$ cat src/fla_pkg.sv
// Package: constants for the fan loop adjust interval block
package fla_pkg;
   // ----------------------------------------
   // Register map
   // ----------------------------------------
   localparam logic [7:0] ADDR_FLOOR_CTRL_2  = 8'h0C;
   localparam logic [7:0] ADDR_LOOP_STATUS   = 8'h0E;
   localparam logic [7:0] FLOOR_CTRL_2_RESET = 8'h40;
   localparam logic [7:0] FLOOR_CTRL_2_WMASK = 8'h7F;
   localparam int         R1_CODE_LSB        = 0;
   localparam int         R2_CODE_LSB        = 3;
   localparam int         LOOP_SEL_BIT       = 6;
   // ----------------------------------------
   // Timing
   // ----------------------------------------
   localparam int          CLK_HZ            = 20000000;
   localparam int          MON_CYCLE_MS      = 125;
   localparam int          MON_TICK_CLKS     = CLK_HZ / 1000 * MON_CYCLE_MS;
   localparam logic [11:0] DEC_BASE_CYCLES   = 12'h008;
   localparam logic [11:0] INC_BASE_CYCLES   = 12'h010;
   localparam int          CNT_W             = 12;
endpackage

$ cat src/fla_interval.sv
// Top: interval setting register and adjustment gating
//
// Notes on behaviour
// - Bits 2:0 set remote one wait
// - Decrease wait 8 doubling to 1024
// - Increase wait 16 doubling to 2048
// - Wait counted in 125 ms cycles
// - Bits 5:3 set remote two wait
// - Bit 6 selects loop, default newer
// - Reset value 0x40, writes blocked when locked
`timescale 1ns/1ps
module fla_interval (
   input  wire logic        clk_i,
   input  wire logic        reset_i,
   input  wire logic        sw_reset_i,
   input  wire logic        lock_i,
   input  wire logic [7:0]  addr_i,
   input  wire logic [7:0]  wdata_i,
   input  wire logic        write_i,
   input  wire logic        read_i,
   output logic      [7:0]  rdata_o,
   input  wire logic        r1_adjust_i,
   input  wire logic        r2_adjust_i,
   output logic             r1_dec_ok_o,
   output logic             r1_inc_ok_o,
   output logic             r2_dec_ok_o,
   output logic             r2_inc_ok_o,
   output logic             new_loop_sel_o,
   output logic             mon_tick_o
);
   logic [7:0]  ctrl_q;
   logic [7:0]  rdata_q;
   logic [22:0] div_q;
   logic        tick_q;
   logic [2:0]  remote_one_interval_code;
   logic [2:0]  remote_two_interval_code;

   // ----------------------------------------
   // Setting register
   // ----------------------------------------
   always_ff @(posedge clk_i) begin
      if (reset_i || sw_reset_i) begin
         ctrl_q <= fla_pkg::FLOOR_CTRL_2_RESET;
      end else if (write_i && !lock_i && addr_i == fla_pkg::ADDR_FLOOR_CTRL_2) begin
         ctrl_q <= wdata_i & fla_pkg::FLOOR_CTRL_2_WMASK;
      end
   end

   assign remote_one_interval_code = ctrl_q[fla_pkg::R1_CODE_LSB +: 3];
   assign remote_two_interval_code = ctrl_q[fla_pkg::R2_CODE_LSB +: 3];
   assign new_loop_sel_o           = ctrl_q[fla_pkg::LOOP_SEL_BIT];

   // ----------------------------------------
   // Read path
   // ----------------------------------------
   always_ff @(posedge clk_i) begin
      if (reset_i) begin
         rdata_q <= 8'h00;
      end else if (read_i) begin
         unique case (addr_i)
            fla_pkg::ADDR_FLOOR_CTRL_2: rdata_q <= ctrl_q;
            fla_pkg::ADDR_LOOP_STATUS:  rdata_q <= {4'h0, r2_inc_ok_o, r2_dec_ok_o,
                                                    r1_inc_ok_o, r1_dec_ok_o};
            default:                    rdata_q <= 8'h00;
         endcase
      end else begin
         rdata_q <= 8'h00;
      end
   end
   assign rdata_o = rdata_q;

   // ----------------------------------------
   // Monitoring cycle tick
   // ----------------------------------------
   always_ff @(posedge clk_i) begin
      if (reset_i) begin
         div_q  <= 23'h000000;
         tick_q <= 1'b0;
      end else if (div_q == 23'(fla_pkg::MON_TICK_CLKS - 1)) begin
         div_q  <= 23'h000000;
         tick_q <= 1'b1;
      end else begin
         div_q  <= div_q + 23'h000001;
         tick_q <= 1'b0;
      end
   end
   assign mon_tick_o = tick_q;

   // ----------------------------------------
   // Channel timers
   // ----------------------------------------
   fla_channel_timer u_r1 (
      .clk_i     (clk_i),
      .reset_i   (reset_i),
      .tick_i    (tick_q),
      .code_i    (remote_one_interval_code),
      .adjust_i  (r1_adjust_i),
      .dec_ok_o  (r1_dec_ok_o),
      .inc_ok_o  (r1_inc_ok_o),
      .elapsed_o ()
   );

   fla_channel_timer u_r2 (
      .clk_i     (clk_i),
      .reset_i   (reset_i),
      .tick_i    (tick_q),
      .code_i    (remote_two_interval_code),
      .adjust_i  (r2_adjust_i),
      .dec_ok_o  (r2_dec_ok_o),
      .inc_ok_o  (r2_inc_ok_o),
      .elapsed_o ()
   );
endmodule

$ cat src/fla_channel_timer.sv
// Per-channel adjustment wait counter
`timescale 1ns/1ps
module fla_channel_timer (
   input  wire logic        clk_i,
   input  wire logic        reset_i,
   input  wire logic        tick_i,
   input  wire logic [2:0]  code_i,
   input  wire logic        adjust_i,
   output logic             dec_ok_o,
   output logic             inc_ok_o,
   output logic [11:0]      elapsed_o
);
   logic [11:0] cnt_q;
   logic [11:0] dec_lim;
   logic [11:0] inc_lim;

   // ----------------------------------------
   // Limits from code
   // ----------------------------------------
   assign dec_lim = fla_pkg::DEC_BASE_CYCLES << code_i;
   assign inc_lim = fla_pkg::INC_BASE_CYCLES << code_i;

   // ----------------------------------------
   // Counter
   // ----------------------------------------
   always_ff @(posedge clk_i) begin
      if (reset_i) begin
         cnt_q <= 12'h000;
      end else if (adjust_i) begin
         cnt_q <= 12'h000;
      end else if (tick_i && cnt_q != 12'hFFF) begin
         cnt_q <= cnt_q + 12'h001;
      end
   end

   assign dec_ok_o  = cnt_q >= dec_lim;
   assign inc_ok_o  = cnt_q >= inc_lim;
   assign elapsed_o = cnt_q;
endmodule

$ cat config.mk
export PLATFORM = sky130hd
export DESIGN_NAME = fla_interval
export DESIGN_NICKNAME = d
export VERILOG_FILES = /design/src/fla_pkg.sv /design/src/fla_interval.sv /design/src/fla_channel_timer.sv
export SDC_FILE = /design/constraint.sdc
export NUM_CORES = 1
export LEC_CHECK = 0
export BUFFER_PORTS_ARGS = -buffer_cell sky130_fd_sc_hd__buf_2
export CORE_MARGIN = 3
export CORE_UTILIZATION = 64
export DETAILED_ROUTE_END_ITERATION = 7
export GPL_TIMING_DRIVEN = 0
export PLACE_DENSITY = 0.85
export SYNTH_ARGS = -nofsm -noshare
export SYNTH_HDL_FRONTEND = slang
export SYNTH_HIERARCHICAL = 1
export SYNTH_SLANG_ARGS = --single-unit
$ cat constraint.sdc
create_clock -name clk_i -period 5 [get_ports clk_i]
set_clock_uncertainty 0.1 [all_clocks]
set_input_delay 1 -clock clk_i [delete_from_list [all_inputs] [get_ports clk_i]]
set_output_delay 1 -clock clk_i [all_outputs]
set_load 0.02 [all_outputs]
==> metrics.yaml <==
maxSlewViolCount: 0
number_of_synthesis_warnings: 6
hold_class: "flop to flop"
number_of_drc_violations_after_detailed_routing_iteration_0: 178
totalWireLength_um: 8070
grt_usage_pct: 25.7
slew_headroom_pct: 45.0
power.net_switching_mw: 0.208
finalWeightedCongestion: 0.845
postLayoutCoreUtil_pct: 77.7
fin_worst_hold_slack_ns: 0.386
numCtsBuffers: 9
diodes: 0
setup_violations: 0
synth-async-reset-ratio_pct: 0
cp_common_cell: "sky130_fd_sc_hd__a21oi_1"
post_cts.resized_instances: 0
synth-edff-count: 0
synthDominantCellAreaShare_pct: 33.7
drv.max_cap_violation_count: 0
sum_of_negative_setup_slack_ns: 0
grt_start_max_net_pins: 13
synthDominantAreaCellType: "sky130_fd_sc_hd__dfxtp_1"
cp.arrival_ns: 2.54
synth.avg_cell_area_um2: 8.73
ctsLongestPathBuffers: 2
hold_violations: 0
detailedPlacementHpwl_um: 5750
vdd_ir_drop_max_mv: 0.176
core_region_area_um2: 5340
initial_core_util_pct: 69.0
clock_insertion_delay_worst_skew_ns: 0.35
p_clk_share_pct: 45.8
p_int_mw: 0.764
synth.most_common_cell: "sky130_fd_sc_hd__dfxtp_1"
drtAntennaViolNets: 0
synth_ff_type: "sky130_fd_sc_hd__dfxtp_1"
cts_hold_buf: 0
cts-root-buf: "sky130_fd_sc_hd__clkbuf_8"
path_cells: "or3b_2 > ha_1 > a21oi_1 > a21oi_1 > a211oi_1 > o21ai_0 > buf_2"
synthesis.instances: 422
stage_delay_of_the_slowest_cell_on_the_critical_path_ns: 0.50
cellLeakagePower_nw: 1.69
synth_sequential_area_ratio_pct: 33.7
synth.cell_area_um2: 3680
die_extent_in_y_um: 81.9
syn2layout_area_growth_pct: 12.6
crit_path_top_delay_cell: "sky130_fd_sc_hd__dfxtp_1"
cts_htree_levels: 3
fp.dieW_um: 81.9
rsz_0062_raised_after_global_routing: "no"
die_area_um2: 6700
crit_required_ns: 3.90
seq_power_share_pct: 51.3
switching_share_pct: 21.4
critPathKind: "flop to output pin"
yosys-top-cells-area: "sky130_fd_sc_hd__dfxtp_1 (34%), sky130_fd_sc_hd__ha_1 (13%), sky130_fd_sc_hd__nor2_1 (5.3%)"
vias_per_cell: 6.12
via_count: 3324
timing.critical_path.buf_inv: 1
p_comb_share_pct: 3.0
ys_top_cells_by_count: "sky130_fd_sc_hd__dfxtp_1 (62), sky130_fd_sc_hd__nor2_1 (52), sky130_fd_sc_hd__ha_1 (37)"
io-pin-count: 38
globalRoute.totalOverflow: 0
post_drt_wl_per_cell_um: 14.9
outcome: "completed"
ys_ff_latch: 62
finalCritPeriodShare_pct: 72.8
core.rowCount: 26
post_cts_setup_repair_bufs: 0
crit_path_max_fanout: 10
clock_sinks: 62
grt_pass1_vias: 3114
cp-end-kind: "output pin"
final_period_minus_worst_setup_slack_ns: 3.64
timing_worst_slew_pin_value_ns: 0.818
tritoncts: "yes"
worst_path_dominant_cell_family: "compound AO/OA/AOI/OAI gates"
synth_fp_nets: 483
power-per-cell-area_nw_per_um2: 234
drt_drc_violations_left: 0
maxClockFrequency_mhz: 275
setup.worst_path.start_class: "flop"
global_route_wire_length_before_repair_um: 13400
number_of_antenna_violations_at_the_first_check_in_global_routing: 0
clk_pin_slew_ns: 0.06
detail_route.first_pass.iterations: 4
synthDistinctLibCells: 58
num-nets-final: 529
numPortBuffers: 35
drive_gt1_share_pct: 17.3
## through the flow
stage | instance area, µm² | cells | total power, mW | setup WS [ns]
after floorplan | 3680 | 422 | 0.524 | 1.92
after global placement | 3950 | 527 | 0.537 | 1.78
after detailed placement | 3950 | 527 | 0.538 | 1.76
after CTS | 4150 | 543 | 0.980 | 1.36
after global routing | 4150 | 543 | 1.00 | 1.20
final | 4150 | 543 | 0.972 | 1.36
## logic make-up after synthesis
group	Yosys count	share of synthesized area [%]
adders and majority gates	37	12.6
DFF	62	33.7
AOI/OAI and AO/OA	83	15.5
buffers and inverters	25	3.47
muxes	7	1.90
and+or+nand+nor	191	29.0
xor gates and xnor gates	16	3.81
other	1	0.102
## layout by cell type (no fill, tap or decap), types with 6 or more instances in the layout
cell type                  Yosys  routed
sky130_fd_sc_hd__nor3_1       10      10
sky130_fd_sc_hd__a31oi_1       9       9
sky130_fd_sc_hd__o31ai_1       8       8
sky130_fd_sc_hd__o21ai_0      16      16
sky130_fd_sc_hd__and3_1        8       8
sky130_fd_sc_hd__dfxtp_1      62      62
sky130_fd_sc_hd__nor2_1       52      52
sky130_fd_sc_hd__buf_2         3      38
sky130_fd_sc_hd__nand3b_1      6       6
sky130_fd_sc_hd__xnor2_1       8       8
sky130_fd_sc_hd__ha_1         37      37
sky130_fd_sc_hd__or4_1        10      10
sky130_fd_sc_hd__nand4_1      13      13
sky130_fd_sc_hd__xor2_1        8       8
sky130_fd_sc_hd__nand3_1      21      21
sky130_fd_sc_hd__inv_1        13      13
sky130_fd_sc_hd__clkbuf_8      0      11
sky130_fd_sc_hd__nand2_1      30      30
sky130_fd_sc_hd__a21oi_1      22      22
sky130_fd_sc_hd__mux2i_1       7       7
## power groups by stage
stage          registers, mW  clock network, mW  logic [mW]
5_1_grt                0.498              0.470      0.0325
3_3_place_gp           0.509                  0      0.0283
4_1_cts                0.498              0.453      0.0288
2_1_floorplan          0.509                  0      0.0152
6_report               0.498              0.445      0.0289
3_5_place_dp           0.509                  0      0.0285
## sequential cells by signal, indices dropped and copies added (netlist names)
signal and cells:
ctrl_q 7, div_q 23, mon_tick_o 1, rdata_o 7, u_r1/elapsed_o 12, u_r2/elapsed_o 12
## final cells by class
class                   count  area [µm²]
repair buffers             35         175
multi-input cells         335        2310
flip-flops and latches     62        1240
plain buffers              12        78.8
inverters                  13        48.8
well taps                  70        87.6
clock buffers              12         155
fillers                   408        1190
clock inverters             4        45.0
## worst paths after layout
path | startpoint | endpoint | slack, ns | cells after the start
setup reg to reg | ctrl_q[4]$_SDFFE_PP0P_ | rdata_o[3]$_SDFF_PP0_ | 2.53 | 8
hold reg to reg | div_q[0]$_SDFF_PP0_ | div_q[0]$_SDFF_PP0_ | 0.39 | 1
setup / recovery | ctrl_q[4]$_SDFFE_PP0P_ | r2_inc_ok_o | 1.36 | 7
hold / removal | div_q[0]$_SDFF_PP0_ | div_q[0]$_SDFF_PP0_ | 0.39 | 1
## per-layer routing
layer | vias up | global-route usage [%] | share of wire, %
li1 | 1672 | - | -
met1 | 1555 | 30.8 | 44
met2 | 82 | 43.5 | 49
met3 | 15 | 7.02 | 4.6
met4 | 0 | 10.1 | 1.6
met5 | - | 0 | 0
No activity file was read; power rests on OpenSTA's default activity.
